===== config.mk =====
export PLATFORM = sky130hd
export DESIGN_NAME = scac_core
export DESIGN_NICKNAME = d
export VERILOG_FILES = /design/src/shared/scac_pkg.sv /design/src/rtl/scac_core.sv
export VERILOG_INCLUDE_DIRS = /design/src /design/src/shared
export SDC_FILE = /design/constraint.sdc
export NUM_CORES = 1
export LEC_CHECK = 0
export BUFFER_PORTS_ARGS = -buffer_cell sky130_fd_sc_hd__buf_2
export CORE_UTILIZATION = 40
export DETAILED_ROUTE_END_ITERATION = 8
export GPL_TIMING_DRIVEN = 1
export MAX_ROUTING_LAYER = met4
export SETUP_SLACK_MARGIN = 0.1
export SYNTH_ARGS = -nofsm -noshare
export SYNTH_HDL_FRONTEND = slang
export SYNTH_SLANG_ARGS = --single-unit
export TNS_END_PERCENT = 20

===== constraint.sdc =====
create_clock -name pclk -period 10.1 [get_ports pclk]
set_input_delay 2.02 -clock pclk [delete_from_list [all_inputs] [get_ports pclk]]
set_output_delay 2.02 -clock pclk [all_outputs]
set_load 0.01 [all_outputs]

===== src/shared/scac_map.svh =====
`ifndef SCAC_MAP_SVH
`define SCAC_MAP_SVH

// ==========================================
// Register byte addresses
`define SCAC_ADDR_CONFIG     12'h000
`define SCAC_ADDR_SCAN       12'h004
`define SCAC_ADDR_STATUS     12'h008

// ==========================================
// Reset values
`define SCAC_CONFIG_RESET    32'h0000_0200
`define SCAC_SCAN_RESET      32'h0000_0005

// ==========================================
// Status word field positions
`define SCAC_ST_SAFE_OUT     0
`define SCAC_ST_ESTOP        1
`define SCAC_ST_BYPASS       2
`define SCAC_ST_LOCK         3
`define SCAC_ST_FAULT        4
`define SCAC_ST_START        5
`define SCAC_ST_SSO          6
`define SCAC_ST_DISP_LSB     8
`define SCAC_ST_RANGE_LSB    16

// ==========================================
// Status output selections
`define SCAC_SEL_DIRTY       2'h0
`define SCAC_SEL_GREEN       2'h1
`define SCAC_SEL_ESTOP       2'h2
`define SCAC_SEL_OBJECT      2'h3

// ==========================================
// Beam codes
`define SCAC_CODE_NONE       2'h0
`define SCAC_CODE_ONE        2'h1
`define SCAC_CODE_TWO        2'h2

// ==========================================
// Display codes
`define SCAC_DISP_RUN        8'h00
`define SCAC_DISP_ESTOP      8'h04
`define SCAC_DISP_WIRING     8'h20
`define SCAC_DISP_BYPASS     8'h0b
`define SCAC_DISP_CODE_BASE  8'hc0

// ==========================================
// Scanning range limits in decimetres, screen loss in percent
`define SCAC_FINE_MIN_DM     8'h05
`define SCAC_FINE_MAX_DM     8'h3c
`define SCAC_COARSE_MIN_DM   8'h32
`define SCAC_COARSE_MAX_DM   8'hbe
`define SCAC_SCREEN_PCT      7'h08
`define SCAC_MAX_SCREENS     2'h2

// ==========================================
// Timing
`define SCAC_CLK_PERIOD_NS   50
`define SCAC_DEBOUNCE_US     1000
`define SCAC_DELAY_STEP_MS   100
`define SCAC_STARTUP_MS      1000
`define SCAC_ESTOP_RESP_MS   200
`define SCAC_BYPASS_LAT_MS   200

`endif


===== src/shared/scac_pkg.sv =====
package scac_pkg;

  // ==========================================
  // Configuration word
  typedef struct packed {
    logic [17:0] unused;
    logic [4:0]  delay_steps;
    logic [1:0]  beam_code;
    logic [1:0]  status_sel;
    logic        conveyor_couple;
    logic        blank_en;
    logic        presence_initiation_mode;
    logic        bypass_en;
    logic        estop_en;
  } scac_cfg_t;

  // ==========================================
  // Scanning range word
  typedef struct packed {
    logic [21:0] unused;
    logic [1:0]  screens;
    logic [7:0]  range_dm;
  } scac_scan_t;

  // ==========================================
  // Operating states
  typedef enum logic [2:0] {
    SCAC_ST_START = 3'b001,
    SCAC_ST_RUN   = 3'b010,
    SCAC_ST_LOCK  = 3'b100
  } scac_state_t;

endpackage : scac_pkg


===== src/rtl/scac_core.sv =====
`timescale 1ns/1ns
`include "scac_map.svh"
// Summary of operation
// RQ1: Two-channel emergency stop input for button or door contact.
// RQ2: Emergency stop drops safety outputs, shows red and display code 4.
// RQ3: Emergency stop wins over bypass.
// RQ4: Emergency stop to outputs off within 200 ms.
// RQ5: After power-up, configured stop versus wiring mismatch locks out, code 20.
// RQ6: Stop input drives only this device's own safety outputs.
// RQ7: Bypass shows green and the bypass symbol.
// RQ8: During bypass, field interruptions are ignored.
// RQ9: Bypass requested only by two-level key or two independent signals.
// RQ10: Bypass and presence initiation mode cannot be configured together.
// RQ11: Protection restored within 200 ms after bypass ends.
// RQ12: Status output reports one selectable source of four.
// RQ13: Output-state report: red at once, green after 0.1 to 3.1 s.
// RQ14: Stop selection: status output high while stop pressed.
// RQ15: Object selection: high while object present and blanking selected.
// RQ16: Status output is for signalling only, never for safety.
// RQ17: With conveyor coupling, blanking only while conveyor signal present.
// RQ18: Uncoded, code 1 or code 2; coded receiver accepts own code only.
// RQ19: Neighbouring systems must use different beam codes.
// RQ20: Active beam code shown briefly after power-up.
// RQ21: Range limits depend on resolution: 0.5-6 m or 5-19 m.
// RQ22: Each extra front screen cuts usable range by 8 percent.
// RQ23: Inputs synchronised, debounced; channel disagreement is a fault.
module scac_core #(
  parameter int DEBOUNCE_CYC = `SCAC_DEBOUNCE_US * 1000 / `SCAC_CLK_PERIOD_NS,
  parameter int STEP_CYC     = `SCAC_DELAY_STEP_MS * 1000000 / `SCAC_CLK_PERIOD_NS,
  parameter int STARTUP_CYC  = `SCAC_STARTUP_MS * 1000000 / `SCAC_CLK_PERIOD_NS
) (
  input  wire logic        pclk,
  input  wire logic        presetn,
  input  wire logic        psel,
  input  wire logic        penable,
  input  wire logic        pwrite,
  input  wire logic [11:0] paddr,
  input  wire logic [31:0] pwdata,
  output logic      [31:0] prdata,
  output logic             pready,
  output logic             pslverr,
  input  wire logic        estop_ch_a,
  input  wire logic        estop_ch_b,
  input  wire logic        estop_wired,
  input  wire logic        bypass_ch_a,
  input  wire logic        bypass_ch_b,
  input  wire logic        conveyor_run,
  input  wire logic        field_clear,
  input  wire logic [1:0]  beam_code_rx,
  input  wire logic        object_in_field,
  input  wire logic        screen_dirty,
  input  wire logic        coarse_resolution,
  output logic             safety_switching_output,
  output logic             led_red,
  output logic             led_green,
  output logic      [7:0]  display_code,
  output logic             status_signal_output,
  output logic             blanking_enable,
  output logic             lockout
);

  localparam int NIN = 6;

  // ==========================================
  // Address decode, shared by read and write paths
  function automatic logic [2:0] reg_hit(input logic [11:0] addr);
    reg_hit = {addr == `SCAC_ADDR_STATUS, addr == `SCAC_ADDR_SCAN,
               addr == `SCAC_ADDR_CONFIG};
  endfunction : reg_hit

  scac_pkg::scac_cfg_t   cfg;
  scac_pkg::scac_scan_t  scan;
  scac_pkg::scac_state_t state;
  scac_pkg::scac_state_t next_state;

  // ==========================================
  // Input synchronise and debounce
  // Debounce of 1 ms keeps the stop path far inside its 200 ms budget
  wire logic [NIN-1:0] raw_in = {estop_wired, conveyor_run, bypass_ch_b, bypass_ch_a,
                                 estop_ch_b, estop_ch_a};
  logic [NIN-1:0] sync1;
  logic [NIN-1:0] sync2;
  logic [NIN-1:0] db;
  logic [14:0]    db_cnt [NIN];

  genvar gi;
  generate
    for (gi = 0; gi < NIN; gi++)
    begin : g_deb
      always_ff @(posedge pclk or negedge presetn)
      begin
        if (!presetn)
        begin
          sync1[gi]  <= 1'b0;
          sync2[gi]  <= 1'b0;
          db[gi]     <= 1'b0;
          db_cnt[gi] <= 15'h0000;
        end
        else
        begin
          sync1[gi] <= raw_in[gi]; // RQ23
          sync2[gi] <= sync1[gi];
          if (sync2[gi] == db[gi])
            db_cnt[gi] <= 15'h0000;
          else if (db_cnt[gi] == 15'(DEBOUNCE_CYC - 1))
          begin
            db[gi]     <= sync2[gi]; // RQ23
            db_cnt[gi] <= 15'h0000;
          end
          else
            db_cnt[gi] <= db_cnt[gi] + 15'h0001;
        end
      end
    end
  endgenerate

  // ==========================================
  // Emergency stop, bypass and channel checks
  // Closed contact reads high; either open channel means pressed
  wire logic next_estop   = cfg.estop_en && (!db[0] || !db[1]); // RQ1 RQ4
  wire logic estop_mis    = cfg.estop_en && (db[0] != db[1]);
  wire logic bypass_mis   = cfg.bypass_en && (db[2] != db[3]);
  wire logic all_idle     = (db[0] == db[1]) && !db[2] && !db[3];
  logic      chan_fault;
  wire logic next_fault   = estop_mis || bypass_mis || (chan_fault && !all_idle); // RQ23
  // Both independent channels must request bypass
  wire logic next_bypass  = cfg.bypass_en && db[2] && db[3] && !next_fault; // RQ9

  // ==========================================
  // Beam code, detection and safety output decision
  wire logic beam_ok      = (cfg.beam_code == `SCAC_CODE_NONE) ||
                            (beam_code_rx == cfg.beam_code); // RQ18
  wire logic field_ok     = field_clear && beam_ok;
  // Bypass masks detection only; the stop term is outside the bypass term
  wire logic next_safety_switching_output    = (state == scac_pkg::SCAC_ST_RUN) && !next_estop && !next_fault &&
                            (next_bypass || field_ok); // RQ3 RQ6 RQ8 RQ11
  wire logic next_blank   = cfg.blank_en && (!cfg.conveyor_couple || db[4]); // RQ17

  // ==========================================
  // Start-up window, wiring check and lock-out
  logic [24:0] start_cnt;
  wire logic   start_done = start_cnt == 25'(STARTUP_CYC - 1);
  logic        coarse;

  always_comb
  begin
    next_state = state;
    unique case (state)
      scac_pkg::SCAC_ST_START:
        if (start_done)
          next_state = (cfg.estop_en != db[5]) ? scac_pkg::SCAC_ST_LOCK
                                              : scac_pkg::SCAC_ST_RUN; // RQ5
      scac_pkg::SCAC_ST_RUN:  next_state = scac_pkg::SCAC_ST_RUN;
      scac_pkg::SCAC_ST_LOCK: next_state = scac_pkg::SCAC_ST_LOCK;
      default:                next_state = scac_pkg::SCAC_ST_LOCK;
    endcase
  end

  always_ff @(posedge pclk or negedge presetn)
  begin
    if (!presetn)
    begin
      state     <= scac_pkg::SCAC_ST_START;
      start_cnt <= 25'h0000000;
      coarse    <= 1'b0;
    end
    else
    begin
      state <= next_state;
      if (state == scac_pkg::SCAC_ST_START)
      begin
        start_cnt <= start_done ? start_cnt : start_cnt + 25'h0000001;
        coarse    <= coarse_resolution;
      end
    end
  end

  // ==========================================
  // Display priority
  wire logic [7:0] next_disp =
    (next_state == scac_pkg::SCAC_ST_LOCK) ? `SCAC_DISP_WIRING :    // RQ5
    next_estop                             ? `SCAC_DISP_ESTOP :     // RQ2
    next_bypass                            ? `SCAC_DISP_BYPASS :    // RQ7
    (state == scac_pkg::SCAC_ST_START)     ? (`SCAC_DISP_CODE_BASE | {6'h00, cfg.beam_code}) :
                                             `SCAC_DISP_RUN;        // RQ20

  // ==========================================
  // Green report delay, counted in 0.1 s steps
  logic [21:0] step_cnt;
  logic [4:0]  steps;
  logic        green_done;
  logic        estop_active;
  logic        bypass_active;
  wire logic   step_end = step_cnt == 22'(STEP_CYC - 1);

  always_ff @(posedge pclk or negedge presetn)
  begin
    if (!presetn)
    begin
      step_cnt   <= 22'h000000;
      steps      <= 5'h00;
      green_done <= 1'b0;
    end
    else if (!safety_switching_output)
    begin
      step_cnt   <= 22'h000000; // RQ13
      steps      <= 5'h00;
      green_done <= 1'b0;
    end
    else if (!green_done)
    begin
      step_cnt <= step_end ? 22'h000000 : step_cnt + 22'h000001;
      if (step_end)
      begin
        steps      <= steps + 5'h01;
        green_done <= (steps + 5'h01) == cfg.delay_steps; // RQ13
      end
    end
  end

  wire logic any_blank = cfg.blank_en;
  wire logic next_sso  =
    (cfg.status_sel == `SCAC_SEL_DIRTY) ? screen_dirty :
    (cfg.status_sel == `SCAC_SEL_GREEN) ? (next_safety_switching_output && safety_switching_output && green_done) :
    (cfg.status_sel == `SCAC_SEL_ESTOP) ? next_estop :
                                          (object_in_field && any_blank); // RQ12 RQ14 RQ15

  // ==========================================
  // Registered outputs
  always_ff @(posedge pclk or negedge presetn)
  begin
    if (!presetn)
    begin
      safety_switching_output <= 1'b0;
      led_red                 <= 1'b1;
      led_green               <= 1'b0;
      display_code            <= `SCAC_DISP_RUN;
      status_signal_output    <= 1'b0;
      blanking_enable         <= 1'b0;
      lockout                 <= 1'b0;
      estop_active            <= 1'b0;
      bypass_active           <= 1'b0;
      chan_fault              <= 1'b0;
    end
    else
    begin
      safety_switching_output <= next_safety_switching_output;   // RQ2
      led_red                 <= !next_safety_switching_output;  // RQ2
      led_green               <= next_safety_switching_output;   // RQ7
      display_code            <= next_disp;
      status_signal_output    <= next_sso;    // RQ12
      blanking_enable         <= next_blank;  // RQ17
      lockout                 <= next_state == scac_pkg::SCAC_ST_LOCK;
      estop_active            <= next_estop;
      bypass_active           <= next_bypass;
      chan_fault              <= next_fault;
    end
  end

  // ==========================================
  // APB slave: one access cycle, errors flagged in setup
  scac_pkg::scac_cfg_t  wcfg;
  scac_pkg::scac_scan_t wscan;
  assign wcfg  = pwdata;
  assign wscan = pwdata;

  wire logic [2:0] hit    = reg_hit(paddr);
  wire logic       setup  = psel && !penable;
  wire logic       cfg_bad = (wcfg.bypass_en && wcfg.presence_initiation_mode) || // RQ10
                             (wcfg.delay_steps == 5'h00) || (wcfg.beam_code == 2'h3);
  wire logic [7:0] rmin   = coarse ? `SCAC_COARSE_MIN_DM : `SCAC_FINE_MIN_DM;
  wire logic [7:0] rmax   = coarse ? `SCAC_COARSE_MAX_DM : `SCAC_FINE_MAX_DM;
  wire logic       scan_bad = (wscan.range_dm < rmin) || (wscan.range_dm > rmax) ||
                              (wscan.screens > `SCAC_MAX_SCREENS); // RQ21
  wire logic       acc_err = !(|hit) || (pwrite && hit[2]) ||
                             (pwrite && hit[0] && cfg_bad) || (pwrite && hit[1] && scan_bad);
  wire logic       wr_do  = psel && penable && pready && pwrite && !pslverr;

  // Usable range after front-screen loss
  wire logic [6:0]  keep_pct = 7'h64 - 7'(`SCAC_SCREEN_PCT * scan.screens);
  // Operands widened first so the product cannot wrap at 8 bits
  wire logic [14:0] prod     = {7'h00, scan.range_dm} * {8'h00, keep_pct};
  wire logic [7:0]  eff_dm   = 8'(prod / 15'h0064); // RQ22

  logic [31:0] status_word;
  always_comb
  begin
    status_word                                 = 32'h0000_0000;
    status_word[`SCAC_ST_SAFE_OUT]              = safety_switching_output;
    status_word[`SCAC_ST_ESTOP]                 = estop_active;
    status_word[`SCAC_ST_BYPASS]                = bypass_active;
    status_word[`SCAC_ST_LOCK]                  = lockout;
    status_word[`SCAC_ST_FAULT]                 = chan_fault;
    status_word[`SCAC_ST_START]                 = state == scac_pkg::SCAC_ST_START;
    status_word[`SCAC_ST_SSO]                   = status_signal_output;
    status_word[`SCAC_ST_DISP_LSB +: 8]         = display_code;
    status_word[`SCAC_ST_RANGE_LSB +: 8]        = eff_dm;
  end

  wire logic [31:0] rd_val = hit[0] ? {14'h0000, cfg[17:0]} :
                             hit[1] ? {22'h000000, scan[9:0]} :
                             hit[2] ? status_word : 32'h0000_0000;

  always_ff @(posedge pclk or negedge presetn)
  begin
    if (!presetn)
    begin
      pready  <= 1'b0;
      pslverr <= 1'b0;
      prdata  <= 32'h0000_0000;
      cfg     <= `SCAC_CONFIG_RESET;
      scan    <= `SCAC_SCAN_RESET;
    end
    else
    begin
      pready  <= setup;
      pslverr <= setup && acc_err;
      prdata  <= (setup && !pwrite) ? rd_val : 32'h0000_0000;
      if (wr_do && hit[0])
        cfg <= {18'h00000, wcfg[13:0]};
      if (wr_do && hit[1])
        scan <= {22'h000000, wscan[9:0]};
    end
  end

  // ==========================================
  // Checks
  estop_drop_a: assert property (@(posedge pclk) disable iff (!presetn) // RQ3
    estop_active |-> !safety_switching_output && led_red)
    else $error("Safety output on during emergency stop");

  estop_disp_a: assert property (@(posedge pclk) disable iff (!presetn) // RQ2
    estop_active && !lockout |-> display_code == `SCAC_DISP_ESTOP)
    else $error("Stop code not shown");

  bypass_green_a: assert property (@(posedge pclk) disable iff (!presetn) // RQ8
    bypass_active && !estop_active && $past(state) == scac_pkg::SCAC_ST_RUN
    |-> safety_switching_output && display_code == `SCAC_DISP_BYPASS)
    else $error("Bypass did not hold green");

  lock_hold_a: assert property (@(posedge pclk) disable iff (!presetn) // RQ5
    lockout |=> lockout && !safety_switching_output
               && display_code == `SCAC_DISP_WIRING)
    else $error("Lock-out left or output on");

  cfg_excl_a: assert property (@(posedge pclk) disable iff (!presetn) // RQ10
    !(cfg.bypass_en && cfg.presence_initiation_mode))
    else $error("Bypass with presence initiation configured");

  red_fast_a: assert property (@(posedge pclk) disable iff (!presetn) // RQ13
    cfg.status_sel == `SCAC_SEL_GREEN && $fell(safety_switching_output)
    |=> !status_signal_output)
    else $error("Red not reported at once");

  green_late_a: assert property (@(posedge pclk) disable iff (!presetn) // RQ13
    cfg.status_sel == `SCAC_SEL_GREEN && $rose(safety_switching_output)
    |=> !status_signal_output [*2])
    else $error("Green reported without delay");

  estop_sso_a: assert property (@(posedge pclk) disable iff (!presetn) // RQ14
    $stable(cfg) && cfg.status_sel == `SCAC_SEL_ESTOP |=> status_signal_output == estop_active)
    else $error("Status output does not follow stop");

  blank_gate_a: assert property (@(posedge pclk) disable iff (!presetn) // RQ17
    cfg.conveyor_couple && !db[4] |=> !blanking_enable)
    else $error("Blanking without conveyor signal");

  code_reject_a: assert property (@(posedge pclk) disable iff (!presetn) // RQ18
    cfg.beam_code != `SCAC_CODE_NONE && beam_code_rx != cfg.beam_code && !next_bypass
    |=> !safety_switching_output)
    else $error("Foreign beam code accepted");

endmodule : scac_core


==> flow_metrics.py <==
metrics = {
    "run_status": {
        "status": "finished, final reports clean",
    },
    "layout": {
        "layout-drive-gt1-share_pct": 14.9,
        "nets": 1557,
        "regArea_um2": 5690,
        "multi_input_area_um2": 7160,
        "n_fill_cell": 3137,
        "syn_to_final_growth_pct": 13.5,
        "fin_cells": 1889,
    },
    "sta": {
        "drv_slew": 0,
        "relSlewSlack_pct": 32.7,
        "final_hold_viol_count": 0,
        "fmax_ghz": 0.105,
        "setup_violations": 0,
        "fin_crit_ns": 9.55,
        "worstMarginPinSlew_ns": 1.01,
        "fin_skew_ns": 0.0236,
        "finalSetupTns_ns": 0,
        "grt_setup_unrepaired": "false",
        "min_period_over_period_pct": 94.6,
        "setup_slack_ns": 0.546,
    },
    "synthesis": {
        "seq_area_frac_synth_pct": 43.1,
        "avgSynthCellArea_um2": 9.82,
        "yosys.area.top_type": "dfrtp_1",
        "netlist_area_um2": 13200,
        "synth.distinct_cells": 99,
        "ys_seq_elements": 227,
        "ys_warn_count": 0,
        "synth-main-ff-cell": "dfrtp_1",
        "synth-async-reset-ratio_pct": 100,
        "synth_top_cell_area_share_pct": 42.1,
        "synth_edf_count": 0,
        "syn_inst": 1345,
        "ys_top_cells_by_area": "dfrtp_1 (42%), xor2_1 (5.5%), nor2_1 (5.1%), ha_1 (4.7%), xnor2_1 (4.3%)",
    },
    "route": {
        "drt_iter0_drc": 620,
        "drtPass1Iterations": 5,
        "num_vias": 9825,
        "drt_wl_total_um": 28800,
        "wl_per_cell_um": 15.3,
        "drt-vias-per-instance": 5.20,
        "drc": 0,
        "ant_nets": 0,
    },
    "grt": {
        "grt_pass1_wl_um": 48300,
        "grt_antenna_before_repair": 0,
        "gr-total-overflow": 0,
        "grt_max_degree": 81,
        "grt_pass1_vias": 9556,
        "grt.total_usage_pct": 18.2,
    },
    "floorplan": {
        "die_h_um": 184,
        "rows": 66,
        "start_util_pct": 40.6,
        "core_um2": 32500,
        "die-area_um2": 33700,
        "fp.dieW_um": 184,
        "ios": 109,
    },
    "clock_tree": {
        "path_clk_slew_ns": 0.06,
        "cts.htree.levels": 1,
        "cts.sinks": 227,
        "cts_root_buf": "clkbuf_16",
        "cts_tree": "yes",
        "clk_path_buf_depth": 3,
        "cts_made_buffers": 26,
        "insertion_delay_ns": 0.55,
        "ctsHoldBuffers": 0,
    },
    "critical_path": {
        "worst-path-max-fanout": 9,
        "max_stage_delay_ns": 0.56,
        "crit_path_start_kind": "flip-flop",
        "crit_path_top_delay_cell": "or4_4",
        "cp.required_ns": 10.49,
        "cp.arrival_ns": 9.95,
        "cp-end-kind": "flip-flop",
        "path_class": "reg -> reg",
        "critPathMostFrequentCell": "fa_1",
    },
    "power_and_ir_drop": {
        "ir_drop_v": 0.000173,
        "p_clk_share_pct": 49.5,
        "power-per-cell-area_nw_per_um2": 130,
        "pwr-share-comb_pct": 3.1,
        "p_int_w": 0.00152,
        "leakagePower_nw": 6.91,
        "seqPwrFrac_pct": 47.5,
        "switching_share_pct": 22.2,
        "p_sw_w": 0.000432,
    },
    "min_path": {
        "hold_path_class": "reg -> reg",
    },
    "placement": {
        "place.gp.congestion": 0.857,
        "place_ws_ns": 0.487,
        "dp_hpwl_um": 20900,
        "io_buffers": 81,
        "dp.cells": 1838,
    },
    "run": {
        "maxCapViolations": 0,
    },
}
-- critical path, delay by kind of cell (launching register included) --
kind                     cells  cell delay (ns)
XOR/XNOR                     1             0.16
flip-flops                   1             0.38
multiplexers                 1             0.45
AO/OA/AOI/OAI                9             2.33
adder cells (fa/ha/maj)      7             2.93
buffers and inverters        3             0.16
AND/OR/NAND/NOR             10             3.00
-- final cells by class --
type,instances,share of cell area [%]
multi-input combinational,1025,47.8
sequential,227,37.9
clock buffer,34,4.81
tap,442,3.69
timing repair buffer,92,3.32
inverter,55,1.38
clock inverter,13,1.08
antenna,1,0.0167
-- registers in the layout, summed over array words and instances, names as in the netlist --
signal / count
estop_active: 1
coarse: 1
pready: 1
scan: 10
db_cnt: 90
prdata: 23
start_cnt: 25
steps: 5
state: 3
bypass_active: 1
chan_fault: 1
green_done: 1
cfg: 13
db: 6
display_code: 6
pslverr: 1
sync1: 6
led_red: 1
sync2: 6
blanking_enable: 1
step_cnt: 22
led_green: 1
any_blank: 1
status_signal_output: 1
-- synthesized netlist by cell type, drive strengths merged (10+ instances only) --
| master | count |
|---|---|
| o21ai | 42 |
| xor2 | 83 |
| inv | 54 |
| fa | 19 |
| nand3 | 68 |
| nor3 | 35 |
| a21oi | 37 |
| and2 | 36 |
| nand2b | 15 |
| and3 | 24 |
| nor2b | 15 |
| a211oi | 10 |
| dfrtp | 222 |
| mux2 | 37 |
| clkbuf | 22 |
| xnor2 | 66 |
| ha | 50 |
| buf | 24 |
| nand4 | 36 |
| nand2 | 107 |
| nor2 | 180 |
-- layout by cell type (no fill, tap or decap), drive strengths merged, types with 6 or more instances in the layout --
cell type / Yosys / final
nor2: 180 / 180
o21ai: 42 / 42
a211oi: 10 / 10
buf: 24 / 92
xnor2: 66 / 66
dfrtp: 222 / 222
mux2: 37 / 37
nor2b: 15 / 15
o211ai: 6 / 6
and2: 36 / 36
and3: 24 / 24
a22oi: 6 / 6
inv: 54 / 56
fa: 19 / 19
o21a: 8 / 8
nor4b: 8 / 8
nand2b: 15 / 15
nand4: 36 / 36
clkinv: 1 / 8
or3: 8 / 8
nand3: 68 / 68
nor3: 35 / 35
ha: 50 / 50
clkbuf: 22 / 34
a21oi: 37 / 37
xor2: 83 / 83
conb: 1 / 9
o31ai: 6 / 6
nand2: 107 / 107
nor4: 9 / 9
a21o: 9 / 9
or2: 6 / 6
a222oi: 8 / 8
-- path summary, 6_finish.rpt --
kind	depth (start not counted)	to	startpoint	slack, ns
worst max-delay path	31	prdata[16]	scan[9]	0.55
worst min-delay path	0	sync2[5]	sync1[5]	0.34
worst max register to register	31	prdata[16]	scan[9]	0.55
worst min register to register	0	sync2[5]	sync1[5]	0.34
max in group asynchronous	2	start_cnt[23]	presetn	7.24
min in group asynchronous	1	step_cnt[19]	presetn	1.44
-- per-layer routing --
| metal | wire length, µm | track usage [%] | vias to the layer above |
|---|---|---|---|
| met1 | 13800 | 24.7 | 4767 |
| met3 | 1140 | 2.38 | 38 |
| met4 | 513 | 3.63 | 0 |
| met5 | 0 | - | - |
| li1 | - | - | 4843 |
| met2 | 13400 | 29.1 | 177 |
-- repair_timing --
item	CTS	global route
buffers inserted	0	3
resized for setup	0	9
setup endpoints to repair	0	1
-- logic make-up after synthesis --
kind of cell	Yosys count	synth area share, %
AND/OR/NAND/NOR	565	21.0
flip-flops	227	43.1
AO/OA/AOI/OAI	188	11.0
XOR/XNOR	150	10.1
buffers and inverters	101	3.43
adder cells (fa/ha/maj)	71	7.77
multiplexers	42	3.56
other	1	0.0284
-- stage by stage --
stage	cell area [µm²]	util, %	hold slack [ns]	power (W)
CTS	14900	45.8	0.342	0.00198
global route	15000	46.1	0.340	0.00202
global placement	14000	43.1	0.333	0.00100
finish	15000	46.1	0.340	0.00195
floorplan	13200	-	0.331	0.000968
detailed placement	14000	43.1	0.338	0.00100
-- power by group through the flow --
stage / logic (W) / registers [W] / clock network, W
CTS: 0.0000619 / 0.000925 / 0.000991
global placement: 0.0000607 / 0.000942 / 0
finish: 0.0000597 / 0.000925 / 0.000964
detailed placement: 0.0000616 / 0.000942 / 0
floorplan: 0.0000266 / 0.000941 / 0
global route: 0.0000702 / 0.000926 / 0.00102
No activity file was read; power rests on OpenSTA's default activity.
